<file path="src/ctm_cfg.svh">
`ifndef CTM_CFG_SVH
`define CTM_CFG_SVH

// ==========================================================================
// Register byte offsets
// ==========================================================================
`define CTM_OFF_CTRL0     8'h00
`define CTM_OFF_CTRL1     8'h04
`define CTM_OFF_COUNT     8'h08
`define CTM_OFF_CMPA      8'h0C
`define CTM_OFF_STATUS    8'h10

// ==========================================================================
// Field positions
// ==========================================================================
`define CTM_C0_PERIOD_LSB 0
`define CTM_C0_ENABLE     3
`define CTM_C0_CLKSEL_LSB 4
`define CTM_C1_CLRSEL     0
`define CTM_C1_SWAP       1
`define CTM_C1_POLINV     2
`define CTM_C1_OUTCTL     3
`define CTM_C1_ACTION_LSB 4
`define CTM_C1_MODE_LSB   6
`define CTM_ST_FLAG_A     0
`define CTM_ST_FLAG_P     1

// ==========================================================================
// Reset values and counter geometry
// ==========================================================================
`define CTM_CTRL0_RST     8'h00
`define CTM_CTRL1_RST     8'h00
`define CTM_CMPA_RST      10'h000
`define CTM_CNT_W         10
`define CTM_PER_W         3
`define CTM_PER_SHIFT     7

// ==========================================================================
// Prescaler divide counts
// ==========================================================================
`define CTM_DIV_4         6'h03
`define CTM_DIV_16        6'h0F
`define CTM_DIV_64        6'h3F

// ==========================================================================
// Bus answers
// ==========================================================================
`define CTM_RESP_OKAY     2'h0
`define CTM_RESP_SLVERR   2'h2

`endif

</file>
<file path="src/ctm_pkg.sv">
package ctm_pkg;

   // ==========================================================================
   // Operating modes, pin actions and timer clock selects
   // ==========================================================================
   typedef enum logic [1:0] {
      CTM_MODE_CMP   = 2'h0,
      CTM_MODE_UNDEF = 2'h1,
      CTM_MODE_PWM   = 2'h2,
      CTM_MODE_TMR   = 2'h3
   } ctm_mode_t;

   typedef enum logic [1:0] {
      CTM_ACT_HOLD   = 2'h0,
      CTM_ACT_LOW    = 2'h1,
      CTM_ACT_HIGH   = 2'h2,
      CTM_ACT_TOGGLE = 2'h3
   } ctm_action_t;

   typedef enum logic [2:0] {
      CTM_CLK_DIV4   = 3'h0,
      CTM_CLK_DIV1   = 3'h1,
      CTM_CLK_DIV16  = 3'h2,
      CTM_CLK_DIV64  = 3'h3,
      CTM_CLK_SUB_A  = 3'h4,
      CTM_CLK_SUB_B  = 3'h5,
      CTM_CLK_EXT_R  = 3'h6,
      CTM_CLK_EXT_F  = 3'h7
   } ctm_clksel_t;

endpackage

</file>
<file path="src/ctm_timer.sv">
// Functional notes
// - Mode field: 00 compare-match, 10 PWM, 11 timer/counter.
// - Clear-select low: clear on P match, overflow if period zero; both flags raised.
// - Clear-select high: clear on A match; only A flag, never P flag.
// - Clear-select high and compare A zero: overflow at 3FF, no A flag.
// - Compare-match mode: pin changes only on A match, never on P match.
// - A match drives pin high, low or toggles per pin action; zero means none.
// - Enable rising edge sets pin to the output-control initial level.
// - Timer/counter mode counts and flags like compare-match, pin unused.
// - PWM mode ignores clear-select; swap bit alone picks the clearing comparator.
// - PWM: one comparator sets period by clearing, the other sets duty.
// - PWM raises A flag on every A match, P flag on every P match.
// - PWM: output-control gives polarity; pin action enables or forces the pin.
// - Polarity-invert bit inverts the final output.
// - Swap 0: period is period value times 128, or 1024; duty compare A.
// - Duty at or above period gives 100 percent duty.
// - Swap 1: period from compare A; duty period value times 128, or 1024.
// - PWM counting continues while pin action forces the pin.
// - Enable rise zeroes counter; enable fall stops and holds count.
// - Period value compared with next-count bits 9 to 7; bits 6 to 0 must be zero.
// - PWM output-control 0 is active low, 1 active high.
`timescale 1ns/10ps
`include "ctm_cfg.svh"

module ctm_timer #(
   parameter int ADDR_W = 8
) (
   // Clock and reset
   input  wire logic              aclk,
   input  wire logic              aresetn,
   // AXI4-Lite write channels
   input  wire logic [ADDR_W-1:0] s_axi_awaddr,
   input  wire logic              s_axi_awvalid,
   output logic                   s_axi_awready,
   input  wire logic [31:0]       s_axi_wdata,
   input  wire logic [3:0]        s_axi_wstrb,
   input  wire logic              s_axi_wvalid,
   output logic                   s_axi_wready,
   output logic [1:0]             s_axi_bresp,
   output logic                   s_axi_bvalid,
   input  wire logic              s_axi_bready,
   // AXI4-Lite read channels
   input  wire logic [ADDR_W-1:0] s_axi_araddr,
   input  wire logic              s_axi_arvalid,
   output logic                   s_axi_arready,
   output logic [31:0]            s_axi_rdata,
   output logic [1:0]             s_axi_rresp,
   output logic                   s_axi_rvalid,
   input  wire logic              s_axi_rready,
   // Optional timer clock sources
   input  wire logic              sub_clk_in,
   input  wire logic              ext_clk_in,
   // Output pin
   output logic                   timer_output_pin
);

   // ==========================================================================
   // Register bus front end
   // ==========================================================================
   logic              reg_wr;
   logic [ADDR_W-1:0] reg_waddr;
   logic [31:0]       reg_wdata;
   logic [3:0]        reg_wstrb;
   logic [ADDR_W-1:0] reg_raddr;
   logic [31:0]       reg_rdata;
   logic              reg_werr;
   logic              reg_rerr;

   ctm_axil_slave #(
      .ADDR_W (ADDR_W)
   ) u_bus (
      .aclk          (aclk),
      .aresetn       (aresetn),
      .s_axi_awaddr  (s_axi_awaddr),
      .s_axi_awvalid (s_axi_awvalid),
      .s_axi_awready (s_axi_awready),
      .s_axi_wdata   (s_axi_wdata),
      .s_axi_wstrb   (s_axi_wstrb),
      .s_axi_wvalid  (s_axi_wvalid),
      .s_axi_wready  (s_axi_wready),
      .s_axi_bresp   (s_axi_bresp),
      .s_axi_bvalid  (s_axi_bvalid),
      .s_axi_bready  (s_axi_bready),
      .s_axi_araddr  (s_axi_araddr),
      .s_axi_arvalid (s_axi_arvalid),
      .s_axi_arready (s_axi_arready),
      .s_axi_rdata   (s_axi_rdata),
      .s_axi_rresp   (s_axi_rresp),
      .s_axi_rvalid  (s_axi_rvalid),
      .s_axi_rready  (s_axi_rready),
      .reg_wr        (reg_wr),
      .reg_waddr     (reg_waddr),
      .reg_wdata     (reg_wdata),
      .reg_wstrb     (reg_wstrb),
      .reg_werr      (reg_werr),
      .reg_raddr     (reg_raddr),
      .reg_rdata     (reg_rdata),
      .reg_rerr      (reg_rerr)
   );

   // ==========================================================================
   // Address decode
   // ==========================================================================
   wire wsel_c0   = reg_wr & (reg_waddr == `CTM_OFF_CTRL0);
   wire wsel_c1   = reg_wr & (reg_waddr == `CTM_OFF_CTRL1);
   wire wsel_cmpa = reg_wr & (reg_waddr == `CTM_OFF_CMPA);
   wire wsel_st   = reg_wr & (reg_waddr == `CTM_OFF_STATUS);
   wire wsel_cnt  = reg_waddr == `CTM_OFF_COUNT;

   // The counter register is read only; a write to it is accepted and ignored.
   assign reg_werr = ~(wsel_c0 | wsel_c1 | wsel_cmpa | wsel_st | wsel_cnt);
   assign reg_rerr = ~((reg_raddr == `CTM_OFF_CTRL0) | (reg_raddr == `CTM_OFF_CTRL1)
                     | (reg_raddr == `CTM_OFF_COUNT) | (reg_raddr == `CTM_OFF_CMPA)
                     | (reg_raddr == `CTM_OFF_STATUS));

   // ==========================================================================
   // Control registers
   // ==========================================================================
   logic [7:0]            ctrl0;
   logic [7:0]            ctrl1;
   logic [`CTM_CNT_W-1:0] cmpa;
   logic                  match_a_flag;
   logic                  match_p_flag;
   logic [`CTM_CNT_W-1:0] count;

   always_ff @(posedge aclk)
   begin
      if (!aresetn)
      begin
         ctrl0 <= `CTM_CTRL0_RST;
         ctrl1 <= `CTM_CTRL1_RST;
         cmpa  <= `CTM_CMPA_RST;
      end
      else
      begin
         if (wsel_c0 & reg_wstrb[0])
            ctrl0 <= reg_wdata[7:0];
         if (wsel_c1 & reg_wstrb[0])
            ctrl1 <= reg_wdata[7:0];
         if (wsel_cmpa & reg_wstrb[0])
            cmpa[7:0] <= reg_wdata[7:0];
         if (wsel_cmpa & reg_wstrb[1])
            cmpa[9:8] <= reg_wdata[9:8];
      end
   end

   wire [`CTM_PER_W-1:0]  period_value     = ctrl0[`CTM_C0_PERIOD_LSB +: `CTM_PER_W];
   wire                   counter_enable   = ctrl0[`CTM_C0_ENABLE];
   wire [2:0]             clk_sel          = ctrl0[`CTM_C0_CLKSEL_LSB +: 3];
   wire                   clear_select     = ctrl1[`CTM_C1_CLRSEL];
   wire                   duty_period_swap = ctrl1[`CTM_C1_SWAP];
   wire                   polarity_invert  = ctrl1[`CTM_C1_POLINV];
   wire                   output_control   = ctrl1[`CTM_C1_OUTCTL];
   wire [1:0]             pin_action       = ctrl1[`CTM_C1_ACTION_LSB +: 2];
   wire [1:0]             mode_select      = ctrl1[`CTM_C1_MODE_LSB +: 2];

   assign reg_rdata = (reg_raddr == `CTM_OFF_CTRL0)  ? {24'h000000, ctrl0} :
                      (reg_raddr == `CTM_OFF_CTRL1)  ? {24'h000000, ctrl1} :
                      (reg_raddr == `CTM_OFF_COUNT)  ? {22'h000000, count} :
                      (reg_raddr == `CTM_OFF_CMPA)   ? {22'h000000, cmpa}  :
                      (reg_raddr == `CTM_OFF_STATUS) ? {30'h00000000, match_p_flag,
                                                        match_a_flag} :
                      32'h00000000;

   // ==========================================================================
   // Timer clock selection
   // ==========================================================================
   // Pins are synchronised before edge detection; this limits the pin clock
   // to well under half of aclk.
   logic [2:0] sub_sync;
   logic [2:0] ext_sync;
   logic [5:0] prescale;
   logic       en_d;

   always_ff @(posedge aclk)
   begin
      if (!aresetn)
      begin
         sub_sync <= 3'h0;
         ext_sync <= 3'h0;
         prescale <= 6'h00;
         en_d     <= 1'b0;
      end
      else
      begin
         sub_sync <= {sub_sync[1:0], sub_clk_in};
         ext_sync <= {ext_sync[1:0], ext_clk_in};
         prescale <= prescale + 6'h01;
         en_d     <= counter_enable;
      end
   end

   logic tick;
   always_comb
   begin
      unique case (ctm_pkg::ctm_clksel_t'(clk_sel))
         ctm_pkg::CTM_CLK_DIV4:  tick = (prescale[1:0] == 2'(`CTM_DIV_4));
         ctm_pkg::CTM_CLK_DIV1:  tick = 1'b1;
         ctm_pkg::CTM_CLK_DIV16: tick = (prescale[3:0] == 4'(`CTM_DIV_16));
         ctm_pkg::CTM_CLK_DIV64: tick = (prescale == `CTM_DIV_64);
         ctm_pkg::CTM_CLK_SUB_A,
         ctm_pkg::CTM_CLK_SUB_B: tick = sub_sync[1] & ~sub_sync[2];
         ctm_pkg::CTM_CLK_EXT_R: tick = ext_sync[1] & ~ext_sync[2];
         ctm_pkg::CTM_CLK_EXT_F: tick = ~ext_sync[1] & ext_sync[2];
      endcase
   end

   // ==========================================================================
   // Counter and comparators
   // ==========================================================================
   // A match is taken at the tick that would carry the counter onto the
   // compare value; the counter then clears instead, so a value N gives a
   // cycle of N ticks.
   wire                   enable_rise = counter_enable & ~en_d;
   wire                   step        = counter_enable & ~enable_rise & tick;
   wire [`CTM_CNT_W:0]    inc         = {1'b0, count} + 11'h001;
   wire                   overflow    = inc[`CTM_CNT_W];
   wire                   mode_pwm    = mode_select == ctm_pkg::CTM_MODE_PWM;
   wire                   mode_cmp    = mode_select == ctm_pkg::CTM_MODE_CMP;
   wire                   mode_tmr    = mode_select == ctm_pkg::CTM_MODE_TMR;

   // Period zero stands for the full 1024-count span.
   wire p_hit = (period_value == 3'h0) ? overflow
                : (inc[9:`CTM_PER_SHIFT] == period_value)
                  & (inc[`CTM_PER_SHIFT-1:0] == 7'h00) & ~overflow;
   wire a_hit = inc == {1'b0, cmpa};                      // Compare A zero never hits

   // Duty in ticks for the swapped PWM case.
   wire [`CTM_CNT_W:0] p_ticks = (period_value == 3'h0) ? 11'h400
                                 : {1'b0, period_value, 7'h00};
   wire [`CTM_CNT_W:0] duty    = duty_period_swap ? p_ticks : {1'b0, cmpa};

   logic clr;
   always_comb
   begin
      if (mode_pwm)
         clr = duty_period_swap ? (a_hit | overflow) : p_hit;
      else if (clear_select)
         clr = a_hit | overflow;
      else
         clr = p_hit;
   end

   wire set_a = step & a_hit;
   wire set_p = step & p_hit & (mode_pwm | ~clear_select);

   always_ff @(posedge aclk)
   begin
      if (!aresetn)
         count <= 10'h000;
      else if (enable_rise)
         count <= 10'h000;
      else if (step)
         count <= clr ? 10'h000 : inc[`CTM_CNT_W-1:0];
   end

   // ==========================================================================
   // Match flags
   // ==========================================================================
   // A new match in the same cycle as a write-one clear keeps the flag set.
   wire clr_a = wsel_st & reg_wstrb[0] & reg_wdata[`CTM_ST_FLAG_A];
   wire clr_p = wsel_st & reg_wstrb[0] & reg_wdata[`CTM_ST_FLAG_P];

   always_ff @(posedge aclk)
   begin
      if (!aresetn)
      begin
         match_a_flag <= 1'b0;
         match_p_flag <= 1'b0;
      end
      else
      begin
         match_a_flag <= set_a | (match_a_flag & ~clr_a);
         match_p_flag <= set_p | (match_p_flag & ~clr_p);
      end
   end

   // ==========================================================================
   // Output pin
   // ==========================================================================
   logic cmp_level;
   logic pwm_active;

   always_ff @(posedge aclk)
   begin
      if (!aresetn)
      begin
         cmp_level  <= 1'b0;
         pwm_active <= 1'b0;
      end
      else if (enable_rise)
      begin
         cmp_level  <= output_control;
         pwm_active <= duty != 11'h000;
      end
      else if (step)
      begin
         if (mode_cmp & a_hit)
         begin
            unique case (ctm_pkg::ctm_action_t'(pin_action))
               ctm_pkg::CTM_ACT_HOLD:   cmp_level <= cmp_level;
               ctm_pkg::CTM_ACT_LOW:    cmp_level <= 1'b0;
               ctm_pkg::CTM_ACT_HIGH:   cmp_level <= 1'b1;
               ctm_pkg::CTM_ACT_TOGGLE: cmp_level <= ~cmp_level;
            endcase
         end
         // Clear wins over a duty match in the same tick: 100 percent duty.
         if (clr)
            pwm_active <= duty != 11'h000;
         else if (inc == duty)
            pwm_active <= 1'b0;
      end
   end

   // Output-control is the active level in PWM mode; 11 is unused and idles.
   logic pwm_level;
   always_comb
   begin
      unique case (ctm_pkg::ctm_action_t'(pin_action))
         ctm_pkg::CTM_ACT_LOW:  pwm_level = output_control;
         ctm_pkg::CTM_ACT_HIGH: pwm_level = pwm_active ? output_control
                                                       : ~output_control;
         default:               pwm_level = ~output_control;
      endcase
   end

   wire pin_raw = mode_pwm ? pwm_level : cmp_level;
   wire next_pin = mode_tmr ? 1'b0 : (pin_raw ^ polarity_invert);

   always_ff @(posedge aclk)
   begin
      if (!aresetn)
         timer_output_pin <= 1'b0;
      else
         timer_output_pin <= next_pin;
   end

endmodule

</file>
<file path="src/ctm_axil_slave.sv">
`timescale 1ns/10ps
`include "ctm_cfg.svh"

module ctm_axil_slave #(
   parameter int ADDR_W = 8
) (
   // Clock and reset
   input  wire logic              aclk,
   input  wire logic              aresetn,
   // AXI4-Lite write channels
   input  wire logic [ADDR_W-1:0] s_axi_awaddr,
   input  wire logic              s_axi_awvalid,
   output logic                   s_axi_awready,
   input  wire logic [31:0]       s_axi_wdata,
   input  wire logic [3:0]        s_axi_wstrb,
   input  wire logic              s_axi_wvalid,
   output logic                   s_axi_wready,
   output logic [1:0]             s_axi_bresp,
   output logic                   s_axi_bvalid,
   input  wire logic              s_axi_bready,
   // AXI4-Lite read channels
   input  wire logic [ADDR_W-1:0] s_axi_araddr,
   input  wire logic              s_axi_arvalid,
   output logic                   s_axi_arready,
   output logic [31:0]            s_axi_rdata,
   output logic [1:0]             s_axi_rresp,
   output logic                   s_axi_rvalid,
   input  wire logic              s_axi_rready,
   // Register file side
   output logic                   reg_wr,
   output logic [ADDR_W-1:0]      reg_waddr,
   output logic [31:0]            reg_wdata,
   output logic [3:0]             reg_wstrb,
   input  wire logic              reg_werr,
   output logic [ADDR_W-1:0]      reg_raddr,
   input  wire logic [31:0]       reg_rdata,
   input  wire logic              reg_rerr
);

   // ==========================================================================
   // Write path: address and data are caught independently, in any order.
   // ==========================================================================
   logic aw_held;
   logic w_held;
   wire  aw_fire = s_axi_awvalid & s_axi_awready;
   wire  w_fire  = s_axi_wvalid & s_axi_wready;
   wire  b_fire  = s_axi_bvalid & s_axi_bready;

   assign s_axi_awready = ~aw_held & ~s_axi_bvalid;
   assign s_axi_wready  = ~w_held & ~s_axi_bvalid;
   assign reg_wr        = aw_held & w_held & ~s_axi_bvalid;

   always_ff @(posedge aclk)
   begin
      if (!aresetn)
      begin
         aw_held      <= 1'b0;
         w_held       <= 1'b0;
         reg_waddr    <= '0;
         reg_wdata    <= 32'h00000000;
         reg_wstrb    <= 4'h0;
         s_axi_bvalid <= 1'b0;
         s_axi_bresp  <= `CTM_RESP_OKAY;
      end
      else
      begin
         if (aw_fire)
         begin
            aw_held   <= 1'b1;
            reg_waddr <= s_axi_awaddr;
         end
         if (w_fire)
         begin
            w_held    <= 1'b1;
            reg_wdata <= s_axi_wdata;
            reg_wstrb <= s_axi_wstrb;
         end
         if (reg_wr)
         begin
            aw_held      <= 1'b0;
            w_held       <= 1'b0;
            s_axi_bvalid <= 1'b1;
            s_axi_bresp  <= reg_werr ? `CTM_RESP_SLVERR : `CTM_RESP_OKAY;
         end
         else if (b_fire)
            s_axi_bvalid <= 1'b0;
      end
   end

   // ==========================================================================
   // Read path: data are sampled from the register file when the address is taken.
   // ==========================================================================
   assign s_axi_arready = ~s_axi_rvalid;
   assign reg_raddr     = s_axi_araddr;

   always_ff @(posedge aclk)
   begin
      if (!aresetn)
      begin
         s_axi_rvalid <= 1'b0;
         s_axi_rdata  <= 32'h00000000;
         s_axi_rresp  <= `CTM_RESP_OKAY;
      end
      else if (s_axi_arvalid & s_axi_arready)
      begin
         s_axi_rvalid <= 1'b1;
         s_axi_rdata  <= reg_rerr ? 32'h00000000 : reg_rdata;
         s_axi_rresp  <= reg_rerr ? `CTM_RESP_SLVERR : `CTM_RESP_OKAY;
      end
      else if (s_axi_rready)
         s_axi_rvalid <= 1'b0;
   end

endmodule

</file>
<file path="config.mk">
export PLATFORM = sky130hd
export DESIGN_NAME = ctm_timer
export DESIGN_NICKNAME = d
export VERILOG_FILES = /design/src/ctm_pkg.sv /design/src/ctm_timer.sv /design/src/ctm_axil_slave.sv
export VERILOG_INCLUDE_DIRS = /design/src
export SDC_FILE = /design/constraint.sdc
export NUM_CORES = 1
export LEC_CHECK = 0
export BUFFER_PORTS_ARGS = -buffer_cell sky130_fd_sc_hd__buf_4
export CAP_MARGIN = 20
export CORE_ASPECT_RATIO = 0.8
export CORE_MARGIN = 3
export CORE_UTILIZATION = 30
export CTS_BUF_LIST = sky130_fd_sc_hd__clkbuf_8
export CTS_CLUSTER_SIZE = 10
export DETAILED_ROUTE_END_ITERATION = 6
export GPL_ROUTABILITY_DRIVEN = 0
export PLACE_DENSITY_LB_ADDON = 0.12
export SETUP_SLACK_MARGIN = 0.1
export SLEW_MARGIN = 20
export SYNTH_ARGS = -nofsm -noshare
export SYNTH_HDL_FRONTEND = slang
export SYNTH_SLANG_ARGS = --single-unit
</file>
<file path="constraint.sdc">
create_clock -name aclk -period 3.06 [get_ports aclk]
set_input_delay 0.459 -clock aclk [delete_from_list [all_inputs] [get_ports aclk]]
set_output_delay 0.459 -clock aclk [all_outputs]
set_load 0.05 [all_outputs]
</file>
## Word-level counts from Yosys, hierarchy flattened

Cells that the tools add are included.

- Bits in registers: 114
- Bits of input ports: 61
- Output and inout port bits: 42
- Word-level logic and storage cells: 165

- Add/subtract/negate cells: 2
- Equality and inequality tests: 27
- Muxes and demuxes: 31
- Bitwise operators: 62
- Reductions and logical operators: 19

Operators with widths:

| cell | number |
|---|---|
| $mux 10 | 6 |
| $and 1x1->1 | 33 |
| $eq 8x4->1 const B | 4 |
| $mux 11 | 2 |
| $mux 1 | 17 |
| $eq 8x3->1 const B | 2 |
| $eq 8x5->1 const B | 2 |
| $logic_not 8->1 | 2 |
| $not 1->1 | 16 |
| $eq 3x3->1 const B | 4 |
| $or 1x1->1 | 12 |
| $add 10x1->11 const B | 1 |
| $eq 11x10->1 | 1 |
| $eq 11x11->1 | 1 |
| $reduce_bool 11->1 | 1 |
| $eq 2x2->1 const B | 5 |
| $reduce_bool 2->1 | 4 |
| $reduce_or 2->1 | 4 |
| $logic_not 7->1 | 1 |
| $pmux 1 s7 | 1 |
| $add 6x1->6 const B | 1 |
| $eq 3x2->1 const B | 2 |
| $eq 6x6->1 const B | 1 |
| $logic_not 3->1 | 2 |
| 13 further kinds | 16 |

## Longest topological paths before layout

Gate-level depths: netlist of run 1.

- Depth after elaboration: 10
- Gate-level depth with buffers: 9
- Depth with buffers taken out: 8

## Hierarchy

From an unflattened synthesis of run 1, not the netlist that was laid out.

- Cells, all modules: 775
- Area, all modules: 6881.6 um^2

By module, submodules not included:

| module | instances | cells each | area an instance (um^2) | sequential area each (um^2) |
|---|---|---|---|---|
| ctm_timer | 1 | 397 | 3622.2 | 1081.0 |
| ctm_axil_slave | 1 | 378 | 3259.4 | 1641.6 |

## Worst setup path before layout of run 1

OpenSTA, ideal clock, no wires.

- Kind: register to register
- From: register count[1]
- To: register cmp_level
- Library setup time: 0.073 ns
- Data arrival time: 2.387 ns
- Required time: 2.987 ns
- Path slack: 0.600 ns
- Cell stages (with the launch flop): 10
- Buffers on the path: 1
- Period minus slack after synthesis: 2.460 ns
- Cell sequence: dfxtp_1 ha_1 buf_6 nand3_1 xor3_1 or4b_4 nor4_4 nand4_1 mux2_1 o22ai_2

- Cells in the longest elaborated chain, start to end: 5

Ends and longest elaborated chain:

| item | RTL line | source |
|---|---|---|
| from (decl) | ctm_timer.sv:124 | `` logic [`CTM_CNT_W-1:0] count; `` |
| from (signal assigned) | ctm_timer.sv:254 | `` count <= clr ? 10'h000 : inc[`CTM_CNT_W-1:0]; `` |
| $add 10x1->11 | ctm_timer.sv:216 | `` wire [`CTM_CNT_W:0] inc = {1'b0, count} + 11'h001; `` |
| $eq 11x10->1 | ctm_timer.sv:226 | `wire a_hit = inc == {1'b0, cmpa};` |
| $and 1x1->1 | ctm_timer.sv:298 | `if (mode_cmp & a_hit)` |
| $reduce_bool 2->1 (no source line) | - |  |
| $reduce_and 3->1 (no source line) | - |  |
| to (signal assigned) | ctm_timer.sv:293 | `cmp_level <= output_control;` |
| to (signal assigned) | ctm_timer.sv:301 | `ctm_pkg::CTM_ACT_HOLD: cmp_level <= cmp_level;` |
| to (signal assigned) | ctm_timer.sv:304 | `ctm_pkg::CTM_ACT_TOGGLE: cmp_level <= ~cmp_level;` |
| to (decl) | ctm_timer.sv:281 | `logic cmp_level;` |

No other way between the ends.
A chain may end at the register's enable or synchronous reset.

## Worst setup path in the final report of run 1

Ends and elaborated chain as after synthesis.

==> results of run 1 <==
## metal layers
metal,track usage,vias up
li1,-,1981
met1,0.2265,1825
met2,0.2235,115
met3,0.04679,10
met4,0.03551,0
met5,0,-
## power breakdown
| part | leakage, nW | internal (W) | switching (W) |
|---|---|---|---|
| clock network | 0.0868 | 0.000294 | 0.000453 |
| logic | 1.46 | 0.0000784 | 0.000177 |
| registers | 0.731 | 0.00120 | 0.0000292 |
| total | 2.28 | 0.00157 | 0.000660 |
## synthesized netlist by cell type, types with 4 or more instances
| cell type | instances |
|---|---|
| o21ai_0 | 12 |
| nor4_1 | 4 |
| o22ai_1 | 5 |
| nand2_1 | 62 |
| inv_1 | 15 |
| nand3_1 | 20 |
| mux4_2 | 6 |
| nor2_1 | 72 |
| nand2b_1 | 5 |
| clkbuf_1 | 17 |
| a21oi_1 | 39 |
| ha_1 | 7 |
| and2_1 | 12 |
| mux2i_1 | 41 |
| xnor2_1 | 19 |
| xor2_1 | 11 |
| dfxtp_1 | 90 |
| nor3_1 | 14 |
| buf_4 | 26 |
## area by class of cell
type	count	area [µm²]	area share
clock buffer	9	123.9	0.02251
clock inverter	7	46.29	0.008411
inverter	16	60.06	0.01091
multi-input combinational	420	2698	0.4901
sequential	90	1803	0.3276
tap	210	262.8	0.04774
timing repair buffer	68	510.5	0.09275
## stage by stage
| step | util | setup slack [ps] | total power (W) | hold WS (ps) |
|---|---|---|---|---|
| after global placement | 0.3482 | 324.8 | 0.001512 | 423.6 |
| after global routing | 0.3594 | 191.6 | 0.002345 | 223.5 |
| after floorplan | - | 600.1 | 0.001455 | 411.9 |
| after CTS | 0.3593 | 256.6 | 0.002268 | 236.7 |
| after detailed placement | 0.3482 | 261.2 | 0.001515 | 436.8 |
| final | 0.3594 | 340.9 | 0.002233 | 256.2 |
## state kept, by name (all words and copies together), names as in the netlist, 2 cells and up
| signal | flops |
|---|---|
| count | 10 |
| u_bus.reg_wstrb | 2 |
| u_bus.reg_waddr | 8 |
| u_bus.s_axi_rdata | 10 |
| ctrl1 | 8 |
| u_bus.reg_wdata | 10 |
| ctrl0 | 8 |
| cmpa | 10 |
| sub_sync | 3 |
| prescale | 6 |
| ext_sync | 3 |
## worst max-delay path by stage
stage,startpoint,endpoint,slack [ps]
detailed placement,count[2]$_SDFFE_PP0P_,pwm_active$_SDFFE_PN0P_,260
floorplan,count[1]$_SDFFE_PP0P_,cmp_level$_SDFFE_PN0P_,600
global placement,count[0]$_SDFFE_PP0P_,pwm_active$_SDFFE_PN0P_,320
CTS,count[2]$_SDFFE_PP0P_,pwm_active$_SDFFE_PN0P_,260
finish,count[1]$_SDFFE_PP0P_,cmp_level$_SDFFE_PN0P_,340
global route,count[0]$_SDFFE_PP0P_,cmp_level$_SDFFE_PN0P_,190
## worst max-delay path, stage by stage (launching register included)
cell     delay, ps
dfxtp_1        470
ha_1           330
xnor2_1        200
nand2_1        120
or4b_4         560
nor4_4         370
nand4_1        150
mux2_1         340
o22ai_2        130
## logic make-up after synthesis
| group | Yosys count | synth area share |
|---|---|---|
| other | 1 | 0.0007819 |
| DFF | 90 | 0.3757 |
| adders and majority gates | 7 | 0.01826 |
| buffers and inverters | 67 | 0.07983 |
| muxes | 48 | 0.1161 |
| xor gates and xnor gates | 34 | 0.07279 |
| and+or+nand+nor | 215 | 0.2129 |
| AOI/OAI and AO/OA | 92 | 0.1237 |
==> metrics.md, run 1 <==
| Metric | Value |
|---|---|
| Gr usage total | 0.1549 |
| Yosys Warn Count | 0 |
| Cell Count, Final, Fillers Out | 820 |
| CTS clk-pin slew, worst paths | 100 ps |
| Ys async rst share | 0 |
| Setup crit end kind | register |
| Post-Place Cell Area | 5333 µm² |
| DRT iter0 DRCs | 225 |
| Pwr dens | 405.7 nW/µm² |
| FF-to-FF Start | count[1]$_SDFFE_PP0P_ |
| Pins Over Slew Limit | 0 |
| Detailed placement HPWL | 10.05 mm |
| CTS Buf Count | 9 |
| Setup TNS | 0 ps |
| Relative slew margins | 0.3869 |
| Reg2Reg Setup Slack | 340 ps |
| Drt drc | 0 |
| Synth cell types | 69 |
| Worst hold path type | primary input to register |
| Endpoint, Worst Hold | u_bus.s_axi_rvalid$_SDFFE_PN0P_ |
| Sequential share of the synthesized area | 0.3757 |
| Post-synth top area share | 0.3757 |
| Vias in the first global route | 3780 |
| Syn avg cell area | 8.657 µm² |
| Met2 wire len | around 5.4 mm |
| Final Net Count | between 600 and 700 |
| Post-synth EDFFs | 0 |
| Crit path launch type | register |
| Worst Path Required | 3380 ps |
| Die X | 147.4 µm |
| Chip height | 119.1 µm |
| HP Start | s_axi_rready |
| Vias per inst | 4.794 |
| DR WL/cell | 16.13 µm |
| Leak | 2.275 nW |
| H-tree Lvls | 3 |
| Post-cts resize count | 0 |
| Max-cap violation count | 0 |
| First-pass GRT wire length | about 21 mm |
| Worst slew pin tran | 916.3 ps |
| Finish-stage setup viols | 0 |
| Placed cell count | 804 |
| Commonest non-fill, non-tap cell in the layout | dfxtp_1 |
| Clk sinks | 90 |
| Ports | 103 |
| Layout area overhead | 14.77% |
| Initial antenna violation count | 0 |
| Cells after synthesis | ~550 |
| Total grt overflow | 0 |
| Final Hold Vio Count | 0 |
| Worst Path Arrival | between 3000 and 4000 ps |
| Core Rows | 40 |
| Fmax | 367.8 MHz |
| # hold bufs at CTS | 0 |
| Status | finished clean |
| Fill cells | 1649 |
| Crit share post-route | 0.8886 |
| Yosys top cell by area | dfxtp_1 |
| Cell area after synthesis | ~4800 µm² |
| Layout cells sized above 1 | 0.1721 |
| Synth top area cells | dfxtp_1 38%, mux2i_1 8.6%, nor2_1 5.6%, nand2_1 4.9%, a21oi_1 4.1% |
| Design area | about 5500 µm² |
| CTS max path bufs | 2 |
| Worst Hold Depth | 2 |
| Reg2Reg Capture Point | cmp_level$_SDFFE_PN0P_ |
| CTS tree | yes |
| Port Buffers | between 50 and 60 |
| WL final | 13.23 mm |
| Clock skew after layout | between 10 and 15 ps |
| Commonest non-fill, non-tap cells in the layout | 89 x dfxtp_1, 72 x nor2_1, 68 x buf_4, 62 x nand2_1, 41 x mux2i_1 |
| R2R depth | 8 |
| Most used flip-flop cell after synthesis | dfxtp_1 |
| Critical Path Fanout Max | 7 |
| Post-CTS Repair Setup Buffers | 0 |
| WL met1 | approximately 6.6 mm |
| RSZ-0062 raised after global routing | false |
| Antenna diode count | 0 |
| Yosys reg bits | 90 |
| Pin count of the biggest net entering global routing | 36 |
| Routed Antenna Nets | 0 |
| Uppermost layer routed | met4 |
| Metal3 WL | about 1.1 mm |
| Initial Util | 0.3132 |
| Via count | 3931 |
| Clk_lat worst skew | 380 ps |
| Core area | 15310 µm² |
| First drt pass iteration count | 4 |
| Root buffer cell | clkbuf_8 |
| Fin crit period | 2719 ps |
| CP Class | register to register |
| Peak VDD IR | ~0.00017 V |
| Die ar. | approximately 18000 µm² |
(Power assumes the default switching activity.)
==> run 2: changes to the inputs <==
- ABC_AREA: unset -> 1
- CORE_MARGIN: 3 -> unset
==> metrics.md, run 2 <==
| Metric | Value |
|---|---|
| Status | finished clean |
| Synth top area cells | dfxtp_1 37%, nand2_1 10%, nor2_1 6.9%, inv_1 6.2%, a21oi_1 5.5% |
| Reg2Reg Setup Slack | 750 ps |
| DRT iter0 DRCs | 258 |
| CP Class | register to register |
| Clk_lat worst skew | between 300 and 400 ps |
| Post-CTS Repair Setup Buffers | 0 |
| Slowest-stage cell, CP | dfxtp_1 |
| Sequential share of the synthesized area | 0.3699 |
| Root buffer cell | clkbuf_8 |
| Pin count of the biggest net entering global routing | 49 |
| Crit path launch type | register |
| Commonest non-fill, non-tap cells in the layout | 134 x nand2_1, 90 x nor2_1, 90 x dfxtp_1, 82 x inv_1, 57 x buf_4 |
| Detailed placement HPWL | approximately 11 mm |
| Synth cell types | 40 |
| Worst hold path type | primary input to register |
| Post-synth top area share | 0.3699 |
| Ports | between 100 and 150 |
| Via count | 4515 |
| Commonest non-fill, non-tap cell in the layout | nand2_1 |
| WL final | 13.83 mm |
| Routed Antenna Nets | 0 |
| Gr usage total | 0.1736 |
| First drt pass iteration count | 5 |
| Yosys reg bits | 90 |
| Drt drc | 0 |
| Layout area overhead | 14.10% |
| Post-Place Cell Area | 5389 µm² |
| H-tree Lvls | 3 |
| Worst Path Required | 3340 ps |
| Post-synth EDFFs | 0 |
| Fin crit period | roughly 2300 ps |
| Pins Over Slew Limit | 0 |
| Vias per inst | 4.645 |
| Post-cts resize count | 0 |
| Most used flip-flop cell after synthesis | dfxtp_1 |
| Final Hold Vio Count | 0 |
| Clk sinks | 90 |
| WL met1 | 7.323 mm |
| Port Buffers | 54 |
| Worst slew pin tran | 672.7 ps |
| Pwr dens | about 400 nW/µm² |
| RSZ-0062 raised after global routing | false |
| Metal3 WL | 1.001 mm |
| Yosys Warn Count | 0 |
| Beginning of the critical path | count[1]$_SDFFE_PP0P_ |
| Max-cap violation count | 0 |
| Peak VDD IR | 0.0001748 V |
| Worst path most repeated cell | nand2_1 |
| Setup crit end kind | register |
| Finish-stage setup viols | 0 |
| Max incr delay on CP | 490 ps |
| Core Rows | between 40 and 50 |
| FF-to-FF Start | count[1]$_SDFFE_PP0P_ |
| Die X | 144.5 µm |
| Vias in the first global route | 4072 |
| Initial Util | 0.3083 |
| CTS Buf Count | 9 |
| Fmax | 432.6 MHz |
| Uppermost layer routed | met4 |
| HP Start | sub_clk_in |
| Worst path cell trace | ha_1, nand2_1, nor2_1, nand2_1, nand2_1, nand2_2, nand2_1, nand3_1, nor2_1, nand3_2, inv_2, nand3_1, nand2_1, nand3_1, nand2_1, inv_1 |
| # hold bufs at CTS | 0 |
| Crit share post-route | 0.7553 |
| Critical Path Fanout Max | 6 |
| Met2 wire len | 5.259 mm |
| CTS clk-pin slew, worst paths | 80 ps |
| Cells after synthesis | 705 |
| Cell area after synthesis | 4871 µm² |
| Initial antenna violation count | 0 |
| Fill cells | 1735 |
| Total grt overflow | 0 |
| Antenna diode count | 0 |
| Ys async rst share | 0 |
| Clock skew after layout | around 17 ps |
| CTS tree | yes |
| Layout cells sized above 1 | 0.1466 |
| Yosys top cell by area | dfxtp_1 |
| Worst Path Arrival | 2590 ps |
| Relative slew margins | 0.5505 |
| Final Net Count | a little over 800 |
| Setup TNS | 0 ps |
| Design area | 5558 µm² |
| DR WL/cell | 14.23 µm |
| Syn avg cell area | 6.909 µm² |
| Die ar. | 16750 µm² |
| Leak | 2.330 nW |
| First-pass GRT wire length | 21.87 mm |
| Most frequent cell after synthesis | nand2_1 |
| Core area | ~16000 µm² |
| Chip height | 116.0 µm |
| Top post-synthesis cells by count | 134 x nand2_1, 90 x dfxtp_1, 90 x nor2_1 |
| CTS max path bufs | 2 |
run 2: logic make-up after synthesis:
logic type                 after synthesis  synth area share
AOI/OAI and AO/OA                      145            0.1713
xor gates and xnor gates                 6           0.01233
adders and majority gates                7           0.01798
buffers and inverters                  132            0.1230
DFF                                     90            0.3699
other                                    1         0.0007699
and+or+nand+nor                        324            0.3046
run 2: worst paths after layout:
| check | depth (start not counted) | endpoint |
|---|---|---|
| max | 16 | cmp_level$_SDFFE_PN0P_ |
| min | 3 | sub_sync[0]$_SDFF_PN0_ |
| max reg2reg | 16 | cmp_level$_SDFFE_PN0P_ |
| min reg2reg | 2 | ext_sync[1]$_SDFF_PN0_ |
run 2: report_power, final:
group / total [W] / internal, W / switching [W]
logic: 0.000278 / 0.0000766 / 0.000202
clock network: 0.000752 / 0.000312 / 0.000440
registers: 0.00123 / 0.00121 / 0.0000232
run 2: layout make-up:
cell class | count | area [µm²] | share of cell area
Multi-Input combinational cell | 506 | 2556 | 0.4599
Sequential cell | 90 | 1802 | 0.3242
Timing Repair Buffer | 57 | 427.9 | 0.07699
Inverter | 89 | 334.1 | 0.06011
Tap cell | 215 | 269.0 | 0.04840
Clock buffer | 10 | 137.6 | 0.02476
Clock inverter | 5 | 31.28 | 0.005628
run 2: routing by layer:
| metal | track usage | up-vias |
|---|---|---|
| met5 | 0 | - |
| met2 | 0.2378 | 148 |
| met3 | 0.05207 | 17 |
| met4 | 0.04561 | 0 |
| met1 | 0.2585 | 1980 |
| li1 | - | 2370 |
run 2: through the flow:
step / total power (W) / util / hold WS [ps] / setup slack, ps / std cells
finish: 0.002264 / 0.3518 / 265.4 / 748.7 / 972
global route: 0.002383 / 0.3518 / 267.4 / 507.1 / 972
CTS: 0.002300 / 0.3518 / 247.3 / 755.4 / 972
detailed placement: 0.001542 / 0.3411 / 406.0 / 775.3 / 957
global placement: 0.001539 / 0.3411 / 393.3 / 784.2 / 957
floorplan: 0.001479 / - / 390.5 / 1049 / 728
run 2: worst max-delay path: cells and delay by family, from the launching register on:
family                   cells  cell delay (ps)
adder cells (fa/ha/maj)      1              300
buffers and inverters        2              150
flip-flops                   1              490
AND/OR/NAND/NOR             13             1260
